File: src/logic/durd_pkg.sv
// Constants and carrier types for the dual-channel register select block
package durd_pkg;

  // ************************************************************
  // Channel and address layout
  // ************************************************************
  localparam int NUM_CHAN = 2;
  localparam logic [2:0] ADR_HOLD = 3'h0;
  localparam logic [2:0] ADR_INT_EN = 3'h1;
  localparam logic [2:0] ADR_INT_STAT = 3'h2;
  localparam logic [2:0] ADR_LINE_CTRL = 3'h3;
  localparam logic [2:0] ADR_MODEM_CTRL = 3'h4;
  localparam logic [2:0] ADR_LINE_STAT = 3'h5;
  localparam logic [2:0] ADR_MODEM_STAT = 3'h6;
  localparam logic [2:0] ADR_SCRATCH = 3'h7;

  // ************************************************************
  // Field positions and key values
  // ************************************************************
  localparam logic [7:0] BANK_KEY = 8'hBF;
  localparam logic [7:0] DIV_ZERO = 8'h00;
  localparam int DIV_EN_BIT = 7;
  localparam int SWAP_BIT = 6;
  localparam int ENH_EN_BIT = 4;
  localparam logic [7:0] INT_EN_GATE = 8'hF0;
  localparam logic [7:0] INT_STAT_GATE = 8'h30;
  localparam logic [7:0] FIFO_CTRL_GATE = 8'h30;
  localparam logic [7:0] MODEM_CTRL_GATE = 8'hE0;

  // ************************************************************
  // Reset values
  // ************************************************************
  localparam logic [7:0] RST_REG = 8'h00;
  localparam logic RST_STROBE = 1'b1;

  // ************************************************************
  // Register targets
  // ************************************************************
  typedef enum logic [4:0] {
    TGT_NONE, TGT_RX_HOLD, TGT_TX_HOLD, TGT_DIV_LO, TGT_DIV_HI, TGT_ALT_FUNC,
    TGT_REVISION, TGT_IDENTITY, TGT_INT_EN, TGT_INT_STAT, TGT_FIFO_CTRL,
    TGT_LINE_CTRL, TGT_MODEM_CTRL, TGT_LINE_STAT, TGT_MODEM_STAT, TGT_SCRATCH,
    TGT_FILL_LEVEL, TGT_MODE_SEL, TGT_TRIG_LEVEL, TGT_ENH_COUNT, TGT_FEAT_CTRL,
    TGT_ENH_FUNC, TGT_RESUME1, TGT_RESUME2, TGT_PAUSE1, TGT_PAUSE2
  } durd_tgt_t;

  // ************************************************************
  // Carriers
  // ************************************************************
  typedef struct packed {
    logic [7:0] receive_holding;
    logic [7:0] interrupt_status;
    logic [7:0] line_status;
    logic [7:0] modem_status;
    logic [7:0] fifo_fill_level;
    logic [7:0] enhanced_fifo_count;
  } durd_stat_t;

  typedef struct packed {
    logic [7:0] line_control;
    logic [7:0] divisor_low_byte;
    logic [7:0] divisor_high_byte;
    logic [7:0] alternate_function;
    logic [7:0] interrupt_enable;
    logic [7:0] modem_control;
    logic [7:0] scratch_pad;
    logic [7:0] feature_control;
    logic [7:0] enhanced_function;
    logic [7:0] resume_char_one;
    logic [7:0] resume_char_two;
    logic [7:0] pause_char_one;
    logic [7:0] pause_char_two;
  } durd_cfg_t;

  typedef struct packed {
    logic tx_load;
    logic fifo_ctrl_load;
    logic trig_load;
    logic mode_sel_load;
    logic rx_pop;
    logic int_stat_read;
    logic line_stat_read;
    logic modem_stat_read;
    logic [7:0] wr_data;
  } durd_evt_t;

  localparam durd_cfg_t CFG_RESET = '{default: RST_REG};
  localparam durd_evt_t EVT_RESET = '{default: '0};

endpackage

File: src/logic/durd_regsel.sv
// Host register select and storage for both channels of the dual serial port
//
// Overview of operation
// - Each channel owns its register set; chip and channel selects pick it.
// - Divisor bit clear: address 0 reads receive data, writes transmit data.
// - Divisor bit set, not bank key: addresses 0-2 reach divisor bytes, alt function.
// - Divisor bytes zero in divisor view: reads at 0 and 1 give revision, identity.
// - Divisor bit clear: address 1 reaches interrupt enable, read and write.
// - Divisor bit clear: address 2 reads interrupt status, writes FIFO control.
// - Address 3 always reaches line control, whatever it holds.
// - Outside the enhanced bank, address 4 reaches modem control.
// - Not bank key: address 5 reads line status; writes there are reserved.
// - Outside the enhanced bank: address 6 reads modem status; writes reserved.
// - Not bank key, swap bit clear: address 7 is the scratch pad.
// - Not bank key, swap bit set: address 7 reads fill level, writes mode select.
// - Bank key: address 0 writes trigger level, reads enhanced FIFO count.
// - Bank key: addresses 1 and 2 reach feature control and enhanced function.
// - Bank key: addresses 4-7 reach resume one, resume two, pause one, pause two.
// - Upper enable, status, FIFO trigger and modem bits act only with enhance bit set.
`timescale 1ns/1ps
`default_nettype none

module durd_regsel #(
  parameter logic [7:0] DEV_REVISION = 8'h01, // Arbitrary value
  parameter logic [7:0] DEV_IDENTITY = 8'h3C  // Arbitrary value
) (
  // Clock and reset
  input wire logic clk_sys,
  input wire logic rst_b,
  // Host bus
  input wire logic cs_b,
  input wire logic channel_select,
  input wire logic [2:0] reg_addr,
  input wire logic rd_b,
  input wire logic wr_b,
  input wire logic [7:0] wr_data,
  output logic [7:0] rd_data_q,
  // Channel side
  input wire durd_pkg::durd_stat_t [durd_pkg::NUM_CHAN-1:0] chan_stat,
  output durd_pkg::durd_cfg_t [durd_pkg::NUM_CHAN-1:0] chan_cfg_q,
  output durd_pkg::durd_evt_t [durd_pkg::NUM_CHAN-1:0] chan_evt_q
);

  // ************************************************************
  // Helpers
  // ************************************************************
  function automatic logic [7:0] gate(input logic [7:0] value, input logic [7:0] mask,
                                      input logic enable);
    gate = enable ? value : (value & ~mask);
  endfunction

  function automatic durd_pkg::durd_tgt_t decode(input logic is_wr, input logic [2:0] adr,
                                                 input durd_pkg::durd_cfg_t c);
    logic bank;
    logic div;
    logic dl_zero;
    logic swap;
    bank = (c.line_control == durd_pkg::BANK_KEY);
    div = c.line_control[durd_pkg::DIV_EN_BIT];
    dl_zero = (c.divisor_low_byte == durd_pkg::DIV_ZERO) &&
              (c.divisor_high_byte == durd_pkg::DIV_ZERO);
    swap = c.feature_control[durd_pkg::SWAP_BIT];
    decode = durd_pkg::TGT_NONE;
    unique case (adr)
      durd_pkg::ADR_HOLD: begin
        if (bank) begin
          decode = is_wr ? durd_pkg::TGT_TRIG_LEVEL : durd_pkg::TGT_ENH_COUNT;
        end else if (div) begin
          decode = (!is_wr && dl_zero) ? durd_pkg::TGT_REVISION : durd_pkg::TGT_DIV_LO;
        end else begin
          decode = is_wr ? durd_pkg::TGT_TX_HOLD : durd_pkg::TGT_RX_HOLD;
        end
      end
      durd_pkg::ADR_INT_EN: begin
        if (bank) begin
          decode = durd_pkg::TGT_FEAT_CTRL;
        end else if (div) begin
          decode = (!is_wr && dl_zero) ? durd_pkg::TGT_IDENTITY : durd_pkg::TGT_DIV_HI;
        end else begin
          decode = durd_pkg::TGT_INT_EN;
        end
      end
      durd_pkg::ADR_INT_STAT: begin
        if (bank) begin
          decode = durd_pkg::TGT_ENH_FUNC;
        end else if (div) begin
          decode = durd_pkg::TGT_ALT_FUNC;
        end else begin
          decode = is_wr ? durd_pkg::TGT_FIFO_CTRL : durd_pkg::TGT_INT_STAT;
        end
      end
      durd_pkg::ADR_LINE_CTRL: begin
        decode = durd_pkg::TGT_LINE_CTRL;
      end
      durd_pkg::ADR_MODEM_CTRL: begin
        decode = bank ? durd_pkg::TGT_RESUME1 : durd_pkg::TGT_MODEM_CTRL;
      end
      durd_pkg::ADR_LINE_STAT: begin
        if (bank) begin
          decode = durd_pkg::TGT_RESUME2;
        end else begin
          decode = is_wr ? durd_pkg::TGT_NONE : durd_pkg::TGT_LINE_STAT;
        end
      end
      durd_pkg::ADR_MODEM_STAT: begin
        if (bank) begin
          decode = durd_pkg::TGT_PAUSE1;
        end else begin
          decode = is_wr ? durd_pkg::TGT_NONE : durd_pkg::TGT_MODEM_STAT;
        end
      end
      durd_pkg::ADR_SCRATCH: begin
        if (bank) begin
          decode = durd_pkg::TGT_PAUSE2;
        end else if (swap) begin
          decode = is_wr ? durd_pkg::TGT_MODE_SEL : durd_pkg::TGT_FILL_LEVEL;
        end else begin
          decode = durd_pkg::TGT_SCRATCH;
        end
      end
    endcase
  endfunction

  // ************************************************************
  // Strobe edges and channel pick
  // ************************************************************
  logic rd_b_q;
  logic wr_b_q;
  logic rd_go;
  logic wr_go;
  logic [durd_pkg::NUM_CHAN-1:0] ch_hit;
  durd_pkg::durd_cfg_t [durd_pkg::NUM_CHAN-1:0] regs_q;
  durd_pkg::durd_cfg_t cur_cfg;
  durd_pkg::durd_cfg_t other_cfg;
  durd_pkg::durd_stat_t cur_stat;
  durd_pkg::durd_tgt_t rd_tgt;
  durd_pkg::durd_tgt_t wr_tgt;
  logic enh_en;
  logic [7:0] rd_mux;

  always_ff @(posedge clk_sys or negedge rst_b) begin
    if (!rst_b) begin
      rd_b_q <= durd_pkg::RST_STROBE;
      wr_b_q <= durd_pkg::RST_STROBE;
    end else begin
      rd_b_q <= rd_b;
      wr_b_q <= wr_b;
    end
  end

  // Act once per strobe; a write overlapping a read is dropped as ambiguous
  assign rd_go = !cs_b && !rd_b && rd_b_q;
  assign wr_go = !cs_b && !wr_b && wr_b_q && rd_b;
  assign ch_hit = channel_select ? 2'b10 : 2'b01;
  assign cur_cfg = regs_q[channel_select];
  assign other_cfg = regs_q[~channel_select];
  assign cur_stat = chan_stat[channel_select];
  assign enh_en = cur_cfg.enhanced_function[durd_pkg::ENH_EN_BIT];
  assign rd_tgt = decode(1'b0, reg_addr, cur_cfg);
  assign wr_tgt = decode(1'b1, reg_addr, cur_cfg);

  // ************************************************************
  // Stored registers
  // ************************************************************
  always_ff @(posedge clk_sys or negedge rst_b) begin
    if (!rst_b) begin
      regs_q <= {durd_pkg::NUM_CHAN{durd_pkg::CFG_RESET}};
    end else if (wr_go) begin
      case (wr_tgt)
        durd_pkg::TGT_LINE_CTRL: regs_q[channel_select].line_control <= wr_data;
        durd_pkg::TGT_DIV_LO: regs_q[channel_select].divisor_low_byte <= wr_data;
        durd_pkg::TGT_DIV_HI: regs_q[channel_select].divisor_high_byte <= wr_data;
        durd_pkg::TGT_ALT_FUNC: regs_q[channel_select].alternate_function <= wr_data;
        durd_pkg::TGT_INT_EN: begin
          regs_q[channel_select].interrupt_enable <=
            gate(wr_data, durd_pkg::INT_EN_GATE, enh_en);
        end
        durd_pkg::TGT_MODEM_CTRL: begin
          regs_q[channel_select].modem_control <=
            gate(wr_data, durd_pkg::MODEM_CTRL_GATE, enh_en);
        end
        durd_pkg::TGT_SCRATCH: regs_q[channel_select].scratch_pad <= wr_data;
        durd_pkg::TGT_FEAT_CTRL: regs_q[channel_select].feature_control <= wr_data;
        durd_pkg::TGT_ENH_FUNC: regs_q[channel_select].enhanced_function <= wr_data;
        durd_pkg::TGT_RESUME1: regs_q[channel_select].resume_char_one <= wr_data;
        durd_pkg::TGT_RESUME2: regs_q[channel_select].resume_char_two <= wr_data;
        durd_pkg::TGT_PAUSE1: regs_q[channel_select].pause_char_one <= wr_data;
        durd_pkg::TGT_PAUSE2: regs_q[channel_select].pause_char_two <= wr_data;
        // Strobe-only targets and reserved addresses leave storage alone
        default: regs_q <= regs_q;
      endcase
    end
  end

  // Clearing the enhance bit later must also silence bits stored while it was set
  always_ff @(posedge clk_sys or negedge rst_b) begin
    if (!rst_b) begin
      chan_cfg_q <= {durd_pkg::NUM_CHAN{durd_pkg::CFG_RESET}};
    end else begin
      for (int i = 0; i < durd_pkg::NUM_CHAN; i++) begin
        chan_cfg_q[i] <= regs_q[i];
        chan_cfg_q[i].interrupt_enable <= gate(regs_q[i].interrupt_enable,
          durd_pkg::INT_EN_GATE, regs_q[i].enhanced_function[durd_pkg::ENH_EN_BIT]);
        chan_cfg_q[i].modem_control <= gate(regs_q[i].modem_control,
          durd_pkg::MODEM_CTRL_GATE, regs_q[i].enhanced_function[durd_pkg::ENH_EN_BIT]);
      end
    end
  end

  // ************************************************************
  // Read path
  // ************************************************************
  always_comb begin
    rd_mux = 8'h00;
    case (rd_tgt)
      durd_pkg::TGT_RX_HOLD: rd_mux = cur_stat.receive_holding;
      durd_pkg::TGT_DIV_LO: rd_mux = cur_cfg.divisor_low_byte;
      durd_pkg::TGT_DIV_HI: rd_mux = cur_cfg.divisor_high_byte;
      durd_pkg::TGT_ALT_FUNC: rd_mux = cur_cfg.alternate_function;
      durd_pkg::TGT_REVISION: rd_mux = DEV_REVISION;
      durd_pkg::TGT_IDENTITY: rd_mux = DEV_IDENTITY;
      durd_pkg::TGT_INT_EN: begin
        rd_mux = gate(cur_cfg.interrupt_enable, durd_pkg::INT_EN_GATE, enh_en);
      end
      durd_pkg::TGT_INT_STAT: begin
        rd_mux = gate(cur_stat.interrupt_status, durd_pkg::INT_STAT_GATE, enh_en);
      end
      durd_pkg::TGT_LINE_CTRL: rd_mux = cur_cfg.line_control;
      durd_pkg::TGT_MODEM_CTRL: begin
        rd_mux = gate(cur_cfg.modem_control, durd_pkg::MODEM_CTRL_GATE, enh_en);
      end
      durd_pkg::TGT_LINE_STAT: rd_mux = cur_stat.line_status;
      durd_pkg::TGT_MODEM_STAT: rd_mux = cur_stat.modem_status;
      durd_pkg::TGT_SCRATCH: rd_mux = cur_cfg.scratch_pad;
      durd_pkg::TGT_FILL_LEVEL: rd_mux = cur_stat.fifo_fill_level;
      durd_pkg::TGT_ENH_COUNT: rd_mux = cur_stat.enhanced_fifo_count;
      durd_pkg::TGT_FEAT_CTRL: rd_mux = cur_cfg.feature_control;
      durd_pkg::TGT_ENH_FUNC: rd_mux = cur_cfg.enhanced_function;
      durd_pkg::TGT_RESUME1: rd_mux = cur_cfg.resume_char_one;
      durd_pkg::TGT_RESUME2: rd_mux = cur_cfg.resume_char_two;
      durd_pkg::TGT_PAUSE1: rd_mux = cur_cfg.pause_char_one;
      durd_pkg::TGT_PAUSE2: rd_mux = cur_cfg.pause_char_two;
      default: rd_mux = 8'h00;
    endcase
  end

  // Data is captured at the strobe edge and held until the next read
  always_ff @(posedge clk_sys or negedge rst_b) begin
    if (!rst_b) begin
      rd_data_q <= durd_pkg::RST_REG;
    end else if (rd_go) begin
      rd_data_q <= rd_mux;
    end
  end

  // ************************************************************
  // Channel event strobes
  // ************************************************************
  always_ff @(posedge clk_sys or negedge rst_b) begin
    if (!rst_b) begin
      chan_evt_q <= {durd_pkg::NUM_CHAN{durd_pkg::EVT_RESET}};
    end else begin
      for (int i = 0; i < durd_pkg::NUM_CHAN; i++) begin
        chan_evt_q[i].tx_load <= wr_go && ch_hit[i] && (wr_tgt == durd_pkg::TGT_TX_HOLD);
        chan_evt_q[i].fifo_ctrl_load <= wr_go && ch_hit[i] &&
                                        (wr_tgt == durd_pkg::TGT_FIFO_CTRL);
        chan_evt_q[i].trig_load <= wr_go && ch_hit[i] &&
                                   (wr_tgt == durd_pkg::TGT_TRIG_LEVEL);
        chan_evt_q[i].mode_sel_load <= wr_go && ch_hit[i] &&
                                       (wr_tgt == durd_pkg::TGT_MODE_SEL);
        chan_evt_q[i].rx_pop <= rd_go && ch_hit[i] && (rd_tgt == durd_pkg::TGT_RX_HOLD);
        chan_evt_q[i].int_stat_read <= rd_go && ch_hit[i] && (rd_tgt == durd_pkg::TGT_INT_STAT);
        chan_evt_q[i].line_stat_read <= rd_go && ch_hit[i] &&
                                        (rd_tgt == durd_pkg::TGT_LINE_STAT);
        chan_evt_q[i].modem_stat_read <= rd_go && ch_hit[i] &&
                                         (rd_tgt == durd_pkg::TGT_MODEM_STAT);
        if (wr_go && ch_hit[i]) begin
          chan_evt_q[i].wr_data <= (wr_tgt == durd_pkg::TGT_FIFO_CTRL) ?
            gate(wr_data, durd_pkg::FIFO_CTRL_GATE, enh_en) : wr_data;
        end
      end
    end
  end
endmodule

`default_nettype wire

File: config.mk
export PLATFORM = sky130hd
export DESIGN_NAME = durd_regsel
export DESIGN_NICKNAME = d
export VERILOG_FILES = /design/src/logic/durd_pkg.sv /design/src/logic/durd_regsel.sv
export SDC_FILE = /design/constraint.sdc
export NUM_CORES = 1
export LEC_CHECK = 0
export BUFFER_PORTS_ARGS = -buffer_cell sky130_fd_sc_hd__buf_2
export CORE_ASPECT_RATIO = 1.5
export CORE_UTILIZATION = 30
export DETAILED_ROUTE_END_ITERATION = 7
export SLEW_MARGIN = 20
export SYNTH_ARGS = -nofsm -noshare
export SYNTH_HDL_FRONTEND = slang
export SYNTH_SLANG_ARGS = --single-unit
File: constraint.sdc
create_clock -name clk_sys -period 5 [get_ports clk_sys]
set_clock_uncertainty 0.1 [all_clocks]
set_input_delay 1.25 -clock clk_sys [delete_from_list [all_inputs] [get_ports clk_sys]]
set_output_delay 1.25 -clock clk_sys [all_outputs]
set_load 0.02 [all_outputs]
==> impl_metrics.json, run 1 <==
{
  "ctsHoldBuffers": 0,
  "dp.cells": 2455,
  "nets": 1845,
  "place.port_buffers": 360,
  "setup_tns_ns": 0,
  "relSlewSlack_pct": 36.1,
  "antenna_found_initial": 3,
  "regToRegSetupSlack_ns": 1.60,
  "synth_edf_count": 0,
  "num_rows": 108,
  "period_share_pct": 75.2,
  "wirelength_um": 70700,
  "cp_max_fo": 17,
  "arrival_ns": 4.10,
  "syn_nets": 1472,
  "grt_pass1_vias": 13700,
  "run_status": "completed",
  "place_congestion": 1.03,
  "tightest_slew_ns": 0.959,
  "ys_seq_area_share_pct": 64.6,
  "finalHoldViolCount": 0,
  "crit_path_top_delay_cell": "a22o_1",
  "timing.final.max_slew_violations": 0,
  "cts_setup_buffers": 0,
  "fp.dieH_um": 300,
  "die_area_sq_um": 60100,
  "p_per_area_nw_per_um2": 379,
  "maxCapViolCount": 0,
  "drc_errors": 0,
  "core_area_sq_um": 58100,
  "synth-seq-cells": 458,
  "critPathKind": "input pin to register",
  "start_kind": "input pin",
  "cp_common_cell": "nand2_1",
  "ys.flop_type": "dfrtp_1",
  "io_pins": 361,
  "grt_overflow": 0,
  "max_stage_delay_ns": 0.77,
  "viasPerCell": 5.22,
  "detail-route-antenna-nets": 0,
  "rsz0062_at_grt": "no",
  "dp_hpwl_um": 53000,
  "tritoncts": "yes",
  "drtIter0Drc": 1153,
  "routedWlPerCell_um": 27.8,
  "cp_cell_sequence": "clkbuf_8 > nand2_1 > or3_4 > a22o_1 > buf_4 > nand2_1 > nor3_2 > mux2_2",
  "avgSynthCellArea_sq_um": 13.1,
  "cts_root_buffer": "clkbuf_16",
  "final_common_cell": "dfrtp_1",
  "grt_max_degree": 115,
  "final_cells": 2540,
  "h-tree-depth": 2,
  "clk_latency_ns": 0.57,
  "ctsResizeCount": 0,
  "postSynthCellCount": 1359,
  "fin_crit_ns": 3.76,
  "syn_area_sq_um": 17700,
  "grt_pass1_wl_um": 101000,
  "cts.path.max_buffers": 3,
  "initial_core_util_pct": 30.5,
  "areaGrowthSynthToFinish_pct": 25.0,
  "vias": 13300,
  "die_w_um": 201,
  "clk_pin_slew_worst_paths_ns": 0.07,
  "hp-class": "register to register",
  "firstDrtPassIters": 5,
  "setup_viol": 0,
  "drive_gt1_share_pct": 34.3,
  "max_freq_ghz": 0.266,
  "cts_made_buffers": 45,
  "synthArstFlopShare_pct": 100,
  "grt_usage_pct": 23.4,
  "cts.sinks": 458,
  "leakage_nw": 11.2,
  "yosysWarningCount": 0,
  "endpoint_kind": "register",
  "synth.distinct_cells": 63,
  "peakVddDrop_v": 0.000203,
  "cp.required_ns": 5.34,
  "final_cell_mix": "dfrtp_1 (456), buf_2 (358), mux2i_1 (120), nand2_1 (112), mux2_2 (89)"
}
## routing by layer
layer | global-route usage (%) | share of wire, % | vias to the layer above
li1 | - | - | 5636
met5 | 0 | 0 | -
met3 | 3.79 | 6.1 | 158
met4 | 11.4 | 5.1 | 0
met2 | 41.6 | 51 | 655
met1 | 27.5 | 37 | 6812
## path summary, 6_finish.rpt
check | start | end | cells after the start
min | register | chan_cfg_q[58] | 0
min in group asynchronous | rst_b | chan_cfg_q[105] | 1
max | channel_select | register | 8
min reg2reg | register | chan_cfg_q[58] | 0
max in group asynchronous | rst_b | chan_cfg_q[100] | 2
max reg2reg | register | register | 7
## Yosys cell counts (all sizes together) (8+ instances only)
library cell	instances	area [sq um]
dfrtp	456	11400
mux2i	120	1200
nand2	112	420
mux2	95	1070
o22ai	83	519
nor2	61	244
a22o	54	473
inv	54	203
o21ai	40	200
buf	39	214
clkbuf	36	135
a21oi	23	141
nor3	23	125
and2	16	100
nand3	13	65.1
nor2b	13	81.3
nor4	13	87.6
a32o	11	110
mux4	9	203
o221ai	9	78.8
nand4	8	50.1
## cells by family after synthesis
| kind of cell | after synthesis | synth area share (%) |
|---|---|---|
| flops | 458 | 64.6 |
| simple gates | 287 | 7.74 |
| compound gates | 259 | 10.5 |
| mux | 224 | 13.9 |
| buf+inv | 129 | 3.11 |
| xor+xnor | 2 | 0.0988 |
## through the flow
stage               hold slack, ns  util [%]  area [sq um]  worst slack, ns  total power, mW
global placement             0.285      35.4         20600            0.788             4.85
detailed placement           0.292      35.4         20600            0.708             4.86
finish                       0.301      38.1         22200             1.24             8.41
CTS                          0.308      38.1         22200             1.30             8.49
global route                 0.312      38.1         22200             1.10             8.69
floorplan                    0.252         -         17700             1.54             4.39
## layout make-up
type	count	area [sq um]
antenna	1	2.50
clock buffer	55	1220
clock inverter	29	365
fill	5677	35900
inverter	54	203
multi-input combinational	772	5730
sequential	458	11500
tap	770	963
timing repair buffer	401	2220
## power breakdown
group          switching [mW]  internal (mW)  total (mW)
logic                   0.559          0.260       0.820
registers               0.118           3.85        3.97
clock network            1.53           2.09        3.62
## critical path: cells and delay by family
| kind | cells | cell delay [ns] |
|---|---|---|
| simple gates | 4 | 1.11 |
| compound gates | 1 | 0.77 |
| buf+inv | 2 | 0.53 |
| mux | 1 | 0.41 |
(Power assumes the default switching activity.)
==> run 2, diff against run 1 <==
- clock period: 5 -> 3.7 ns (I/O delays scaled with it)
==> run 2 against run 1 <==
Effect of this change:
- final cell count rose by 2.1%
- via count rose by 0.98%
- power rose by 31%
- clock power rose by 24%
- design area rose by 1.4%
- setup slack got worse by 0.74 ns
==> impl_metrics.json, run 2 (synthesized netlist as in run 1, its figures left out) <==
{
  "run_status": "completed",
  "die_w_um": 201,
  "peakVddDrop_v": 0.000319,
  "grt_max_degree": 76,
  "io_pins": 361,
  "arrival_ns": 3.54,
  "max_stage_delay_ns": 0.52,
  "setup_viol": 0,
  "drtIter0Drc": 1042,
  "cts_setup_buffers": 0,
  "final_common_cell": "dfrtp_1",
  "crit_path_top_delay_cell": "nor3_1",
  "cp_max_fo": 12,
  "placed_area_sq_um": 21100,
  "whs_ns": 0.251,
  "num_rows": 108,
  "cts_made_buffers": 43,
  "firstDrtPassIters": 6,
  "multi_input_area_sq_um": 5730,
  "setup_tns_ns": 0,
  "place.port_buffers": 360,
  "nets": 1907,
  "antenna_found_initial": 4,
  "cp.required_ns": 4.04,
  "start_kind": "input pin",
  "detail-route-antenna-nets": 0,
  "maxCapViolCount": 0,
  "fin_crit_ns": 3.20,
  "drc_errors": 0,
  "drive_gt1_share_pct": 36.1,
  "p_per_area_nw_per_um2": 489,
  "final.fill_count": 5735,
  "antenna_cells": 0,
  "core_area_sq_um": 58100,
  "grt_pass1_vias": 13600,
  "dp_hpwl_um": 53800,
  "finalHoldViolCount": 0,
  "grt_overflow": 0,
  "endpoint_kind": "register",
  "clk_pin_slew_worst_paths_ns": 0.07,
  "viasPerCell": 5.16,
  "cts_root_buffer": "clkbuf_16",
  "reg2reg_depth": 8,
  "tritoncts": "yes",
  "grt_pass1_wl_um": 99500,
  "cts.sinks": 458,
  "relSlewSlack_pct": 49.9,
  "final_cell_mix": "dfrtp_1 (456), buf_2 (358), mux2i_1 (120), nand2_1 (112), buf_4 (98)",
  "ctsResizeCount": 0,
  "tightest_slew_ns": 0.751,
  "vias": 13400,
  "die_area_sq_um": 60100,
  "h-tree-depth": 2,
  "grt_usage_pct": 23.0,
  "place_congestion": 0.974,
  "dp_worst_setup_slack_ns": -0.0513,
  "seqCellArea_sq_um": 11500,
  "hp-class": "input pin to asynchronous set/reset pin",
  "cts.path.max_buffers": 3,
  "rsz0062_at_grt": "no",
  "worst_slack_ns": 0.505,
  "utilization_pct": 38.7,
  "routedWlPerCell_um": 27.0,
  "ctsHoldBuffers": 0,
  "fp.dieH_um": 300,
  "areaGrowthSynthToFinish_pct": 26.7,
  "worstSetupStartpoint": "channel_select",
  "clk_latency_ns": 0.56,
  "period_share_pct": 86.4,
  "max_freq_ghz": 0.313,
  "cp_cell_sequence": "clkbuf_8 > nand2_1 > or3_4 > a22o_1 > buf_12 > nor3_1 > o22ai_1 > nor4_1 > a31oi_1",
  "fin_area_sq_um": 22500,
  "wirelength_um": 70000,
  "initial_core_util_pct": 30.5,
  "leakage_nw": 11.4,
  "critPathKind": "input pin to register",
  "timing.final.max_slew_violations": 0
}
-- run 2: cell types whose count changed in the layout (fill, tap and decap cells not counted), moves of 2 or more --
cell	previous run	this run
inv_8	2	0
inv_6	4	0
clkbuf_8	7	9
clkinv_2	8	6
clkbuf_1	4	6
bufinv_16	6	3
buf_4	34	98
clkinv_8	2	0
-- run 2: stage by stage --
step,instances,total power [mW]
6_report,2593,11.0
3_3_place_gp,2519,6.57
3_5_place_dp,2519,6.59
2_1_floorplan,1359,5.93
5_1_grt,2593,11.3
4_1_cts,2593,11.1
-- run 2: cell type report --
cell class / count / share of cell area, %
clock buffers: 59 / 5.60
inverters: 54 / 0.902
well taps: 770 / 4.29
repair buffers: 465 / 12.0
multi-input cells: 772 / 25.5
flip-flops and latches: 458 / 51.0
clock inverters: 15 / 0.740
-- run 2: critical path: cells and delay by family --
kind	cells	cell delay [ns]
AO/OA/AOI/OAI	3	0.86
AND/OR/NAND/NOR	4	1.32
buffers and inverters	2	0.43
-- run 2: final timing paths --
kind | end | slack [ns]
setup reg to reg | rd_data_q[2] | 0.56
setup / recovery | rd_data_q[2] | 0.50
hold reg to reg | chan_cfg_q[176] | 0.30
hold / removal | asynchronous set/reset pin | 0.25
min in group clk_sys | chan_cfg_q[176] | 0.30
max in group asynchronous | chan_cfg_q[86] | 2.16
-- run 2: where the power goes --
part           internal [mW]  leakage [nW]  switching, mW
combinational          0.372          4.88          0.765
clock                   2.59         0.690           1.92
sequential              5.20          5.82          0.150
-- run 2: per-layer routing --
layer	GRT usage, %	up-vias	routed length, um	part of all wire, %
li1	-	5747	-	-
met1	27.6	6888	27100	39
met2	41.2	616	35900	51
met3	2.70	138	3480	5.0
met4	10.7	2	3560	5.1
met5	0	-	8	0.011
